==> src/common/filt_regs_pkg.sv <==
// Purpose: Shared constants, types and carriers for the filter status and OTP register group.
// Assumes: Registers are 24 bits wide and reached over the serial port, 7-bit address.
// Notes:   Timing counts are derived from the 10 MHz system clock.
`default_nettype none
package filt_regs_pkg;
    localparam int          DATA_W          = 24;
    localparam int          ADDR_W          = 7;
    localparam logic [5:0]  FRAME_BITS      = 6'd32;
    localparam logic [5:0]  HDR_BITS        = 6'd8;
    // Register offsets.
    localparam logic [6:0]  A_CAL_STROBE    = 7'h04;
    localparam logic [6:0]  A_CAL_STATUS    = 7'h08;
    localparam logic [6:0]  A_RAW_COUNT     = 7'h09;
    localparam logic [6:0]  A_NV_IMAGE      = 7'h0a;
    localparam logic [6:0]  A_NV_ENABLE     = 7'h0b;
    localparam logic [6:0]  A_NV_ADDR       = 7'h0c;
    localparam logic [6:0]  A_NV_STROBE     = 7'h0d;
    localparam logic [6:0]  A_ST_ENABLE     = 7'h0e;
    localparam logic [6:0]  A_ST_RESULT     = 7'h0f;
    localparam logic [6:0]  A_THR_FIRST     = 7'h10;
    localparam logic [6:0]  A_THR_LAST      = 7'h1a;
    // Field positions.
    localparam int          F_CAL_BUSY      = 4;
    localparam int          F_NV_BUSY       = 5;
    localparam int          F_ST_RUNNING    = 16;
    localparam int          F_NV_PRG_FLAG   = 13;
    localparam int          F_NV_RSVD       = 15;
    // Values after reset and limits.
    localparam logic        RST_NV_ENABLE   = 1'b0;
    localparam logic [3:0]  RST_NV_ADDR     = 4'h0;
    localparam logic        RST_ST_ENABLE   = 1'b0;
    localparam logic [15:0] RST_SIGNATURE   = 16'h0000;
    localparam logic [15:0] RST_NV_BITS     = 16'h0000;
    localparam logic [3:0]  FINE_CODE_MAX   = 4'hb;
    localparam logic [15:0] CRC_POLY        = 16'h1021;
    localparam logic [15:0] CRC_SEED        = 16'hffff;
    localparam logic [23:0] CODE_BASE_PS    = 24'h004e20;
    localparam int          CODE_STEP_SHIFT = 10;
    localparam int          MEAS_ADJ_SHIFT  = 10;
    // Timing.
    localparam longint      CLK_HZ          = 10_000_000;
    localparam longint      NV_PROG_TIME_NS = 100_000;
    localparam logic [9:0]  NV_PROG_CYCLES  = 10'((NV_PROG_TIME_NS * CLK_HZ) / 1_000_000_000);
    localparam logic [6:0]  BIST_CYCLES     = 7'd64;

    typedef enum logic [2:0] {
        CAL_IDLE = 3'b001,
        CAL_MEAS = 3'b010,
        CAL_BIST = 3'b100
    } cal_state_e;

    typedef struct packed {
        logic        busy;
        logic        st_running;
        logic [3:0]  code;
        logic [23:0] raw_count;
        logic [15:0] signature;
    } cal_stat_s;

    typedef struct packed {
        logic [15:0] image;
        logic        busy;
    } nv_stat_s;
endpackage
`default_nettype wire

==> src/hdl/nv_store.sv <==
// Purpose: One-time-programmable bit store with a timed burn of one addressed bit.
// Assumes: Strobe and controls come from logic on the same clock.
// Notes:   Bits only go from zero to one between resets; a reset clears every burned bit back to zero.
`timescale 1ns/1ps
`default_nettype none
module nv_store (
    input  wire logic                  i_clk_sys,
    input  wire logic                  i_reset,
    input  wire logic                  i_clk_en,
    input  wire logic                  i_strobe,
    input  wire logic                  i_enable,
    input  wire logic [3:0]            i_addr,
    output filt_regs_pkg::nv_stat_s    o_stat
);
    import filt_regs_pkg::*;
    typedef struct packed {
        logic [15:0] bits;
        logic        busy;
        logic [3:0]  addr;
        logic [9:0]  timer;
    } nv_reg_s;
    nv_reg_s s, next_s;

    // A strobe starts a burn only while programming is enabled and no burn runs.
    always_comb begin
        next_s = s;
        if (s.busy) begin
            if (s.timer == 10'h000) begin
                next_s.bits[s.addr] = 1'b1;
                next_s.busy = 1'b0;
            end else begin
                next_s.timer = s.timer - 10'h001;
            end
        end else if (i_strobe && i_enable) begin
            next_s.busy = 1'b1;
            next_s.addr = i_addr;
            next_s.timer = NV_PROG_CYCLES - 10'h001;
        end
    end

    always_ff @(posedge i_clk_sys or posedge i_reset) begin
        if (i_reset) begin
            s <= '{bits: RST_NV_BITS, busy: 1'b0, addr: 4'h0, timer: 10'h000};
        end else if (i_clk_en) begin
            s <= next_s;
        end
    end

    assign o_stat.image = s.bits;
    assign o_stat.busy  = s.busy;
endmodule
`default_nettype wire

==> src/hdl/cal_engine.sv <==
// Purpose: RC calibration counter, fine code decode and built-in self-test signature.
// Assumes: i_rc_done comes from the analog comparator and is asynchronous.
// Notes:   The correction value only feeds the decode, never the raw count.
`timescale 1ns/1ps
`default_nettype none
module cal_engine #(
    parameter logic [23:0] BASE_PS = filt_regs_pkg::CODE_BASE_PS
) (
    input  wire logic                  i_clk_sys,
    input  wire logic                  i_reset,
    input  wire logic                  i_clk_en,
    input  wire logic                  i_start,
    input  wire logic                  i_bist,
    input  wire logic                  i_rc_done,
    input  wire logic [14:0]           i_clock_period,
    input  wire logic [8:0]            i_meas_adj,
    output filt_regs_pkg::cal_stat_s   o_stat
);
    import filt_regs_pkg::*;
    typedef struct packed {
        cal_state_e  state;
        logic        rc_s1;
        logic        rc_s2;
        logic [3:0]  code;
        logic [23:0] count;
        logic [15:0] crc;
        logic [15:0] signature;
        logic [6:0]  left;
    } cal_reg_s;
    cal_reg_s s, next_s;

    function automatic logic [15:0] crc_step(input logic [15:0] c, input logic [15:0] d);
        logic [15:0] r;
        r = c;
        for (int k = 15; k >= 0; k--) begin
            r = {r[14:0], 1'b0} ^ ((r[15] ^ d[k]) ? CRC_POLY : 16'h0000);
        end
        return r;
    endfunction

    logic [24:0] sum;
    logic [23:0] cnt_nxt;
    logic [25:0] adj;
    logic [25:0] over;
    logic [3:0]  dec;
    // Saturating accumulate, then signed correction and clamp to the legal code range.
    always_comb begin
        sum  = {1'b0, s.count} + {10'h000, i_clock_period};
        // Decoding the saturated next count keeps the code in step with the count read back.
        cnt_nxt = sum[24] ? 24'hffffff : sum[23:0];
        adj  = $signed({2'b00, cnt_nxt}) + ($signed({{17{i_meas_adj[8]}}, i_meas_adj}) <<< MEAS_ADJ_SHIFT);
        over = adj - {2'b00, BASE_PS};
        if (adj[25] || over[25]) begin
            dec = 4'h0;
        end else if ((over >> CODE_STEP_SHIFT) > 26'(FINE_CODE_MAX)) begin
            dec = FINE_CODE_MAX;
        end else begin
            dec = 4'(over >> CODE_STEP_SHIFT);
        end
    end

    always_comb begin
        next_s = s;
        next_s.rc_s1 = i_rc_done;
        next_s.rc_s2 = s.rc_s1;
        case (s.state)
            CAL_IDLE: begin
                if (i_start) begin
                    next_s.count = 24'h000000;
                    next_s.crc = CRC_SEED;
                    next_s.left = BIST_CYCLES;
                    next_s.state = i_bist ? CAL_BIST : CAL_MEAS;
                end
            end
            CAL_MEAS: begin
                next_s.count = cnt_nxt;
                if (s.rc_s2 || sum[24]) begin
                    next_s.code = dec;
                    next_s.state = CAL_IDLE;
                end
            end
            CAL_BIST: begin
                next_s.count = sum[23:0];
                next_s.crc = crc_step(s.crc, s.count[15:0]);
                next_s.left = s.left - 7'd1;
                if (s.left == 7'd1) begin
                    next_s.signature = next_s.crc;
                    next_s.state = CAL_IDLE;
                end
            end
            default: next_s.state = CAL_IDLE;
        endcase
    end

    always_ff @(posedge i_clk_sys or posedge i_reset) begin
        if (i_reset) begin
            s <= '{state: CAL_IDLE, rc_s1: 1'b0, rc_s2: 1'b0, code: 4'h0, count: 24'h000000,
                   crc: CRC_SEED, signature: RST_SIGNATURE, left: 7'd0};
        end else if (i_clk_en) begin
            s <= next_s;
        end
    end

    assign o_stat.busy       = (s.state == CAL_MEAS);
    assign o_stat.st_running = (s.state == CAL_BIST);
    assign o_stat.code       = s.code;
    assign o_stat.raw_count  = s.count;
    assign o_stat.signature  = s.signature;
endmodule
`default_nettype wire

==> src/hdl/filt_status_regs.sv <==
// Purpose: Serial port slave and the calibration status, OTP and self-test register group.
// Assumes: The serial clock is at least eight times slower than the system clock.
// Notes:   Frame is 32 bits MSB first: read flag, 7-bit address, 24-bit data.
`timescale 1ns/1ps
`default_nettype none
module filt_status_regs (
    input  wire logic               i_clk_sys,
    input  wire logic               i_reset,
    input  wire logic               i_clk_en,
    input  wire logic               i_spi_clk,
    input  wire logic               i_spi_sel_n,
    input  wire logic               i_spi_mosi,
    output logic                    o_spi_miso,
    output logic                    o_spi_miso_oe,
    input  wire logic               i_rc_done,
    input  wire logic               i_force_code,
    input  wire logic [3:0]         i_fine_override,
    input  wire logic [14:0]        i_clock_period,
    input  wire logic [8:0]         i_meas_adj,
    input  wire logic               i_settings_bit0,
    output logic                    o_settings_bit0_eff,
    output logic [3:0]              o_fine_code_eff,
    output logic [15:0]             o_stored_settings
);
    import filt_regs_pkg::*;

    typedef struct packed {
        logic        sclk_s1;
        logic        sclk_s2;
        logic        sclk_d;
        logic        sel_n_s1;
        logic        sel_n_s2;
        logic        mosi_s1;
        logic        mosi_s2;
        logic [5:0]  bit_cnt;
        logic [31:0] shift_in;
        logic [23:0] shift_out;
        logic        reading;
        logic        miso;
        logic        miso_oe;
        logic        wr_go;
        logic [6:0]  wr_addr;
        logic [23:0] wr_data;
        logic        cal_start;
        logic        nv_strobe;
        logic        nv_program_enable;
        logic [3:0]  nv_addr;
        logic        self_test_mode_on;
        logic [3:0]  fine_eff;
        logic        bit0_eff;
    } top_reg_s;
    top_reg_s s, next_s;

    cal_stat_s cal;
    nv_stat_s  nv;

    // The engine picks self-test or normal calibration from the mode bit at start.
    cal_engine u_cal (
        .i_clk_sys      (i_clk_sys),
        .i_reset        (i_reset),
        .i_clk_en       (i_clk_en),
        .i_start        (s.cal_start),
        .i_bist         (s.self_test_mode_on),
        .i_rc_done      (i_rc_done),
        .i_clock_period (i_clock_period),
        .i_meas_adj     (i_meas_adj),
        .o_stat         (cal)
    );

    // The burn itself is timed inside the store; this side only strobes it.
    nv_store u_nv (
        .i_clk_sys (i_clk_sys),
        .i_reset   (i_reset),
        .i_clk_en  (i_clk_en),
        .i_strobe  (s.nv_strobe),
        .i_enable  (s.nv_program_enable),
        .i_addr    (s.nv_addr),
        .o_stat    (nv)
    );

    // Read data for one address; unmapped and reserved addresses read zero.
    function automatic logic [23:0] read_mux(input logic [6:0] a);
        logic [23:0] r;
        r = 24'h000000;
        case (a)
            A_CAL_STATUS: begin
                r[3:0] = cal.code;
                r[F_CAL_BUSY] = cal.busy;
                r[F_NV_BUSY] = nv.busy;
            end
            A_RAW_COUNT: r = cal.raw_count;
            A_NV_IMAGE: begin
                r[15:0] = nv.image;
                r[F_NV_RSVD] = 1'b0;
            end
            A_NV_ENABLE: r[0] = s.nv_program_enable;
            A_NV_ADDR: r[3:0] = s.nv_addr;
            A_ST_ENABLE: r[0] = s.self_test_mode_on;
            A_ST_RESULT: begin
                r[15:0] = cal.signature;
                r[F_ST_RUNNING] = cal.st_running;
            end
            default: r = 24'h000000;
        endcase
        return r;
    endfunction

    logic        sclk_rise;
    logic        sclk_fall;
    logic        selected;
    logic [31:0] frame_nxt;
    // Edges are found on the second synchroniser stage and its delayed copy only.
    always_comb begin
        sclk_rise = s.sclk_s2 & ~s.sclk_d;
        sclk_fall = ~s.sclk_s2 & s.sclk_d;
        selected  = ~s.sel_n_s2;
        frame_nxt = {s.shift_in[30:0], s.mosi_s2};
    end

    // Serial slave, write decode and derived outputs in one next-state process.
    always_comb begin
        next_s = s;
        next_s.sclk_s1 = i_spi_clk;
        next_s.sclk_s2 = s.sclk_s1;
        next_s.sclk_d = s.sclk_s2;
        next_s.sel_n_s1 = i_spi_sel_n;
        next_s.sel_n_s2 = s.sel_n_s1;
        next_s.mosi_s1 = i_spi_mosi;
        next_s.mosi_s2 = s.mosi_s1;
        next_s.wr_go = 1'b0;
        next_s.cal_start = 1'b0;
        next_s.nv_strobe = 1'b0;
        // A deselect aborts any partial frame, so a short frame never writes.
        if (!selected) begin
            next_s.bit_cnt = 6'd0;
            next_s.reading = 1'b0;
            next_s.miso_oe = 1'b0;
            next_s.miso = 1'b0;
        end else if (sclk_rise && s.bit_cnt < FRAME_BITS) begin
            next_s.shift_in = frame_nxt;
            next_s.bit_cnt = s.bit_cnt + 6'd1;
            if (s.bit_cnt == HDR_BITS - 6'd1) begin
                next_s.reading = frame_nxt[7];
                next_s.shift_out = read_mux(frame_nxt[6:0]);
            end
            if (s.bit_cnt == FRAME_BITS - 6'd1 && !s.reading) begin
                next_s.wr_go = 1'b1;
                next_s.wr_addr = frame_nxt[30:24];
                next_s.wr_data = frame_nxt[23:0];
            end
        end else if (sclk_fall && s.reading && s.bit_cnt >= HDR_BITS) begin
            next_s.miso = s.shift_out[23];
            next_s.shift_out = {s.shift_out[22:0], 1'b0};
            next_s.miso_oe = 1'b1;
        end
        // Write decode one cycle after the frame's last bit.
        if (s.wr_go) begin
            case (s.wr_addr)
                A_CAL_STROBE: next_s.cal_start = 1'b1;
                A_NV_ENABLE: next_s.nv_program_enable = s.wr_data[0];
                A_NV_ADDR: next_s.nv_addr = s.wr_data[3:0];
                A_NV_STROBE: next_s.nv_strobe = 1'b1;
                A_ST_ENABLE: next_s.self_test_mode_on = s.wr_data[0];
                default: next_s.cal_start = 1'b0;
            endcase
        end
        next_s.fine_eff = i_force_code ? i_fine_override : cal.code;
        next_s.bit0_eff = nv.image[F_NV_PRG_FLAG] & i_settings_bit0;
    end

    // All state freezes while the clock enable is low.
    always_ff @(posedge i_clk_sys or posedge i_reset) begin
        if (i_reset) begin
            s <= '{sclk_s1: 1'b0, sclk_s2: 1'b0, sclk_d: 1'b0,
                   sel_n_s1: 1'b1, sel_n_s2: 1'b1, mosi_s1: 1'b0, mosi_s2: 1'b0,
                   bit_cnt: 6'd0, shift_in: 32'h00000000, shift_out: 24'h000000,
                   reading: 1'b0, miso: 1'b0, miso_oe: 1'b0, wr_go: 1'b0,
                   wr_addr: 7'h00, wr_data: 24'h000000, cal_start: 1'b0,
                   nv_strobe: 1'b0, nv_program_enable: RST_NV_ENABLE,
                   nv_addr: RST_NV_ADDR, self_test_mode_on: RST_ST_ENABLE,
                   fine_eff: 4'h0, bit0_eff: 1'b0};
        end else if (i_clk_en) begin
            s <= next_s;
        end
    end

    assign o_spi_miso          = s.miso;
    assign o_spi_miso_oe       = s.miso_oe;
    assign o_fine_code_eff     = s.fine_eff;
    assign o_settings_bit0_eff = s.bit0_eff;
    assign o_stored_settings   = nv.image;
endmodule
`default_nettype wire

==> config.mk <==
export PLATFORM = sky130hd
export DESIGN_NAME = filt_status_regs
export DESIGN_NICKNAME = d
export VERILOG_FILES = /design/src/common/filt_regs_pkg.sv /design/src/hdl/nv_store.sv /design/src/hdl/cal_engine.sv /design/src/hdl/filt_status_regs.sv
export SDC_FILE = /design/constraint.sdc
export NUM_CORES = 1
export LEC_CHECK = 0
export ABC_AREA = 1
export BUFFER_PORTS_ARGS = -buffer_cell sky130_fd_sc_hd__buf_2
export CAP_MARGIN = 5
export CORE_AREA = 5 5 140 142
export CTS_CLUSTER_SIZE = 28
export DETAILED_ROUTE_END_ITERATION = 16
export DIE_AREA = 0 0 145 147
export PLACE_DENSITY = 0.83
export SYNTH_ARGS = -nofsm -noshare
export SYNTH_HDL_FRONTEND = slang
export SYNTH_SLANG_ARGS = --single-unit
==> constraint.sdc <==
create_clock -name i_clk_sys -period 9.45 [get_ports i_clk_sys]
set_input_delay 1.4175 -clock i_clk_sys [delete_from_list [all_inputs] [get_ports i_clk_sys]]
set_output_delay 1.4175 -clock i_clk_sys [all_outputs]
set_load 0.005 [all_outputs]
==> results.sh, run 1 <==
export IMPL_finalHoldViolCount=0
export IMPL_fmax_mhz=168.6
export IMPL_grt_max_degree=120
export IMPL_final_layout_size_suffix_gt1_share_pct=11.21
export IMPL_relSlewSlack_pct=15.08
export IMPL_crit_type="primary input to register"
export IMPL_switching_power_mw=1.452
export IMPL_cts_buffers=17
export IMPL_dr_max_layer_used="met4"
export IMPL_regArea_um2=4979
export IMPL_synth_fp_nets=1568
export IMPL_yosys_area_top_type="dfrtp_1"
export IMPL_pwr_share_comb_pct=43.0
export IMPL_async_flop_share_pct=100.0
export IMPL_dieArea_um2=21320
export IMPL_postRouteAntennaNets=0
export IMPL_worstPathArrival_ps=6270
export IMPL_gp_congestion=0.9260
export IMPL_avgSynthCellArea_um2=7.796
export IMPL_finalSetupTns_ps=0
export IMPL_post_route_period_util_pct=62.77
export IMPL_insertion_delay_ps=440
export IMPL_cp_required_ps=9790
export IMPL_ys_seq_area_share_pct=42.77
export IMPL_tritoncts="yes"
export IMPL_grt_pass1_vias=9748
export IMPL_fillerInstances=1463
export IMPL_final_max_slew_viol_count=0
export IMPL_coreArea_um2=18330
export IMPL_final_core_util_pct=68.78
export IMPL_netlist_area_um2=11640
export IMPL_rsz0062_at_grt="false"
export IMPL_crit_path_end_kind="register"
export IMPL_synthFlopType="dfrtp_1"
export IMPL_setup_viol=0
export IMPL_drt_initial_drc_count=934
export IMPL_power_frac_clock_pct=21.9
export IMPL_hpwlAfterDp_um=21370
export IMPL_hold_buffers=0
export IMPL_ys_ff_latch=198
export IMPL_antenna_found_initial=0
export IMPL_vias=10020
export IMPL_max_cap_violations=0
export IMPL_final_nets=1597
export IMPL_ir_drop_v=0.0001656
export IMPL_sw_frac_of_total_pct=43.22
export IMPL_yosysTopAreaCellShare_pct=38.48
export IMPL_h_tree_depth=4
export IMPL_crit_top_cell="nand2_1"
export IMPL_start_util_pct=63.50
export IMPL_synth_warnings=0
export IMPL_fp_dieW_um=145
export IMPL_numPortBuffers=59
export IMPL_postLayoutCellArea_um2=12610
export IMPL_yosys_cell_types_count=55
export IMPL_internal_power_mw=1.907
export IMPL_fin_ws_ps=3519
export IMPL_hp_class="register to register"
export IMPL_synth_area_leaders="dfrtp_1 38%, nand2_1 12%, inv_1 6.8%"
export IMPL_postCtsSetupBuffers=0
export IMPL_power_density_nw_per_um2=266.4
export IMPL_grt_pass1_wl_um=47860
export IMPL_crit_fanout=5
export IMPL_wl_met2_um=14290
export IMPL_whs_ps=476.7
export IMPL_worst_pin_slew_ps=1269
export IMPL_clock_sinks=198
export IMPL_grt_usage_pct=27.16
export IMPL_wl_per_cell_um=16.30
export IMPL_power_leakage_nw=6.366
export IMPL_synth_edf_count=0
export IMPL_status="completed"
export IMPL_overflow=0
export IMPL_diodes=0
export IMPL_dr_pass1_iters=5
export IMPL_multiInputGateArea_um2=5577
export IMPL_start_kind="primary input"
export IMPL_clk_pin_slew_ps=80
export IMPL_crit_slowest_cell="fa_1"
export IMPL_rows=50
export IMPL_avgViaCountPerCell=5.666
export IMPL_place_area_um2=12000
export IMPL_die_h_um=147
export IMPL_cts_buffer_depth=2
export IMPL_clock_skew_ps=17.88
export IMPL_met3_length_um=1544
export IMPL_layout_min_cycle_time_ps=5931
export IMPL_drc=0
export IMPL_routed_wirelength_um=28840
export IMPL_ios=60
export IMPL_synthTopCellsByCount="375 x nand2_1, 210 x inv_1, 179 x dfrtp_1, 125 x o21ai_0, 97 x nor2_1"
export IMPL_wl_met1_um=12230
export IMPL_root_buffer="clkbuf_16"
export IMPL_pre_cts_slack_ps=3186
export IMPL_areaGrowthSynthToFinish_pct=8.309
export IMPL_post_synth_top_count_cell="nand2_1"
export IMPL_seqPwrFrac_pct=35.1
export IMPL_syn_inst=1493
export IMPL_cts_resized_gates=0
export IMPL_critPathMaxStageDelay_ps=450
layout make-up:
cell class / count / area share, %
Clock inverter: 15 / 1.439
Clock buffer: 17 / 3.374
Tap cell: 234 / 2.322
Sequential cell: 198 / 39.49
Timing Repair Buffer: 64 / 2.640
Inverter: 216 / 6.501
Multi-Input combinational cell: 1025 / 44.23
worst max-delay path: cells and delay by family:
family	cells	cell delay (ps)
and+or+nand+nor	24	2490
xor gates and xnor gates	2	540
buffers and inverters	1	100
AOI/OAI and AO/OA	1	110
adders and majority gates	5	1620
cells in the final DEF (no fill, tap or decap), drive strengths merged, types with 3 or more instances in the layout:
master	Yosys	final
nor4	3	3
a31oi	15	15
nand3	90	90
o22ai	18	18
a21o	6	6
mux2	13	13
ha	36	36
o221ai	5	5
clkinv	2	7
a21oi	62	62
nand2	383	383
a221oi	3	3
clkbuf	30	17
o211ai	8	8
dfrtp	179	179
nand4	18	18
xnor2	33	33
o21ai	125	125
nor2	101	101
xor2	38	38
nor3	29	29
or2	8	8
buf	24	64
o21bai	9	9
clkinvlp	0	3
dfstp	19	19
a22oi	3	3
inv	214	220
final timing paths:
path                              startpoint  slack, ps          endpoint  cells past startpoint
min in group asynchronous            i_reset       1110     frame_nxt[22]                      2
setup / recovery           i_clock_period[0]       3520  u_cal.o_stat[43]                     33
max in group asynchronous            i_reset       6820             s[52]                      3
setup reg to reg            u_cal.o_stat[16]       4070  u_cal.o_stat[43]                     32
hold / removal                   next_s[112]        480       next_s[112]                      2
hold reg to reg                  next_s[112]        480       next_s[112]                      2
kinds of logic (layout without fill, tap and decap cells):
| family | Yosys count | count (layout) | synth area share, % |
|---|---|---|---|
| adders and majority gates | 38 | 38 | 4.214 |
| DFF | 198 | 198 | 42.77 |
| and+or+nand+nor | 638 | 638 | 23.50 |
| xor gates and xnor gates | 71 | 71 | 5.858 |
| buffers and inverters | 270 | 312 | 9.384 |
| muxes | 13 | 13 | 1.258 |
| AOI/OAI and AO/OA | 265 | 265 | 13.02 |
power by group through the flow:
stage	Clock [mW]	Combinational, mW	Sequential (mW)
final	0.734	1.44	1.18
after detailed placement	0	1.42	1.19
after global routing	0.775	1.61	1.20
after CTS	0.736	1.43	1.17
after global placement	0	1.39	1.18
after floorplan	0	1.10	1.14
metal layers:
layer	up-vias	GRT usage (%)
li1	4914	-
met1	4740	35.72
met5	-	0
met4	0	8.522
met2	307	46.47
met3	62	4.257
registers in the layout (all words and copies together), names as in the netlist:
name                 cells
frame_nxt               31
next_s                   4
o_fine_code_eff          4
o_settings_bit0_eff      1
o_spi_miso               1
o_spi_miso_oe            1
s                       53
u_cal.next_s             1
u_cal.o_stat            44
u_cal.s                 27
u_nv.o_stat             17
u_nv.s                  14
stage by stage:
step	power [mW]	std cells
finish	3.359	1769
global route	3.585	1769
CTS	3.345	1769
detailed placement	2.608	1737
global placement	2.574	1737
floorplan	2.239	1493
Note: power is estimated with default switching activity, not from simulation.
==> inputs of run 2 (changes only) <==
ABC_AREA = 0   (was 1)
CORE_AREA = 5 5 142 144   (was 5 5 140 142)
DIE_AREA = 0 0 147 149   (was 0 0 145 147)
PLACE_DENSITY = 0.8   (was 0.83)
clock period = 6.05 ns   (was 9.45 ns; I/O delays follow)
==> run 2 against run 1 <==
Sequential share of layout area is 2.4 points lower; setup slack worse by 3400 ps; sequential cell count stayed put; largest power group unchanged; cell count decreased by 10%; first-iteration DRC count fell by 4.9%.
==> results.sh, run 2 <==
export IMPL_status="completed"
export IMPL_cp_required_ps=6430
export IMPL_synth_warnings=0
export IMPL_dp_cells=1549
export IMPL_coreArea_um2=18580
export IMPL_cts_buffer_depth=2
export IMPL_start_util_pct=61.25
export IMPL_antenna_found_initial=0
export IMPL_numPortBuffers=59
export IMPL_fmax_mhz=168.1
export IMPL_async_flop_share_pct=100.0
export IMPL_crit_path_end_kind="register"
export IMPL_grt_pass1_wl_um=46630
export IMPL_final_common_cell="nand2_1"
export IMPL_dr_pass1_iters=7
export IMPL_pre_cts_slack_ps=-520.9
export IMPL_avgSynthCellArea_um2=9.321
export IMPL_grt_usage_pct=26.13
export IMPL_clock_sinks=198
export IMPL_synth_mux_area_share_pct=4.969
export IMPL_largest_reg_flops=53
export IMPL_drc=0
export IMPL_die_h_um=149
export IMPL_max_cap_violations=0
export IMPL_finalHoldViolCount=0
export IMPL_synth_compound_area_share_pct=19.07
export IMPL_rows=50
export IMPL_ir_drop_v=0.0004954
export IMPL_cts_buffers=17
export IMPL_fp_dieW_um=147
export IMPL_synthTopCellsByCount="218 x nand2_1, 179 x dfrtp_1, 108 x o21ai_0, 78 x a21oi_1, 63 x nor2_1"
export IMPL_insertion_delay_ps=440
export IMPL_root_buffer="clkbuf_16"
export IMPL_post_route_period_util_pct=98.32
export IMPL_synth_area_leaders="dfrtp_1 39%, nand2_1 7.2%, o21ai_0 4.7%"
export IMPL_ys_seq_area_share_pct=43.74
export IMPL_yosys_area_top_type="dfrtp_1"
export IMPL_ios=60
export IMPL_crit_type="primary input to register"
export IMPL_regToRegSetupSlack_ps=200
export IMPL_final_nets=1413
export IMPL_areaGrowthSynthToFinish_pct=18.08
export IMPL_yosysTopAreaCellShare_pct=39.36
export IMPL_drt_initial_drc_count=888
export IMPL_relSlewSlack_pct=26.18
export IMPL_tritoncts="yes"
export IMPL_place_area_um2=12650
export IMPL_postRouteAntennaNets=0
export IMPL_synth_edf_count=0
export IMPL_dieArea_um2=21900
export IMPL_hold_buffers=0
export IMPL_worst_pin_slew_ps=1099
export IMPL_clk_pin_slew_ps=70
export IMPL_synthSimpleGateAreaFrac_pct=16.17
export IMPL_synth_fp_nets=1296
export IMPL_layout_min_cycle_time_ps=5948
export IMPL_final_layout_size_suffix_gt1_share_pct=24.72
export IMPL_setup_viol=0
export IMPL_hpwlAfterDp_um=20280
export IMPL_routed_wirelength_um=28400
export IMPL_vias=9541
export IMPL_crit_fanout=4
export IMPL_worstPathArrival_ps=6330
export IMPL_final_core_util_pct=72.33
export IMPL_regMostFlops="s"
export IMPL_yosys_cell_types_count=80
export IMPL_post_synth_top_count_cell="nand2_1"
export IMPL_power_leakage_nw=6.410
export IMPL_overflow=0
export IMPL_grt_pass1_vias=9359
export IMPL_netlist_area_um2=11380
export IMPL_synth_fa_ha_area_share_pct=4.398
export IMPL_h_tree_depth=4
export IMPL_ys_ff_latch=198
export IMPL_wl_per_cell_um=17.92
export IMPL_postLayoutCellArea_um2=13440
export IMPL_fillerInstances=1325
export IMPL_gp_congestion=0.9215
export IMPL_synthFlopType="dfrtp_1"
export IMPL_fin_ws_ps=101.6
export IMPL_synth_xor_area_share_pct=7.344
export IMPL_stdcell_count=1585
export IMPL_clock_skew_ps=12.07
export IMPL_power_density_nw_per_um2=487.2
export IMPL_syn_inst=1221
export IMPL_grt_max_degree=199
export IMPL_diodes=0
export IMPL_final_cell_mix="218 x nand2_1, 179 x dfrtp_1, 117 x buf_4"
export IMPL_whs_ps=472.9
export IMPL_rsz0062_at_grt="true"
export IMPL_avgViaCountPerCell=6.020
export IMPL_synth_top_family_by_area="compound AO/OA/AOI/OAI gates"
export IMPL_hp_class="register to register"
export IMPL_start_kind="primary input"
export IMPL_final_max_slew_viol_count=0
## run 2: critical path: stages
cell      delay, ps
buf_6           100
ha_4            170
fa_2            360
a211oi_4        300
nor4b_4         100
nor3_2          250
nor2b_1          70
o21ai_1         110
nand2b_1        100
xnor2_2         190
nand2_1          80
ha_2            190
fa_2            340
a21o_1          230
a31oi_4         200
o32ai_4         120
or3_1           370
a211oi_1        190
a21bo_2         250
or3_1           300
ha_1            280
or4b_4          490
nor4_2          150
and4bb_2        300
a32o_2          170
## run 2: power by group
| group | switching, mW | total (mW) | internal (mW) |
|---|---|---|---|
| Sequential | 0.189 | 1.70 | 1.51 |
| Combinational | 2.02 | 3.70 | 1.68 |
| Clock | 0.547 | 1.15 | 0.601 |
| Total | 2.75 | 6.55 | 3.80 |
## run 2: final cells by class
type	instances	area [µm²]	area share, %
clock buffers	19	442.9	3.296
clock inverters	13	151.4	1.127
inverters	28	108.9	0.8100
multi-input cells	915	6247	46.49
flip-flops and latches	198	4979	37.05
well taps	234	292.8	2.179
repair buffers	178	1217	9.059
## run 2: routing by layer
| metal | track usage, % | part of all wire, % | routed length (µm) | vias up |
|---|---|---|---|---|
| met1 | 35.48 | 44 | 12530 | 4641 |
| met3 | 4.710 | 5.5 | 1567 | 56 |
| met2 | 42.57 | 48 | 13520 | 286 |
| li1 | - | - | - | 4558 |
| met4 | 9.180 | 2.8 | 795 | 0 |
| met5 | 0 | 0 | 0 | - |
## run 2: worst paths after layout
path	from	end	depth (start not counted)
setup / recovery	i_clock_period[0]	u_cal.o_stat[42]	25
hold / removal	u_cal.s[37]	u_cal.s[37]	2
setup reg to reg	u_cal.o_stat[17]	u_cal.o_stat[42]	24
hold reg to reg	u_cal.s[37]	u_cal.s[37]	2
max in group asynchronous	i_reset	u_cal.s[70]	3
min in group asynchronous	i_reset	u_nv.s[1]	3
## run 2: logic make-up (layout without fill, tap and decap cells)
group | count (synthesis) | after routing
fa+ha+maj | 39 | 39
flops | 198 | 198
simple gates | 405 | 405
mux | 52 | 52
xor+xnor | 86 | 86
compound gates | 333 | 333
buf+inv | 108 | 238
## run 2: what timing repair did
item / CTS / global route
endpoints found under the setup margin: 4 / 4
gates resized for setup: 5 / 24
setup buffers: 0 / 4
pin swaps: 0 / 21
cloned: 0 / 0
## run 2: metrics by stage
step	total power, mW	TNS, ps
after floorplan	4.136	-325.1
after global placement	5.148	-1570
after detailed placement	5.253	-2067
after CTS	6.443	0
after global routing	6.931	-397.0
final	6.547	0
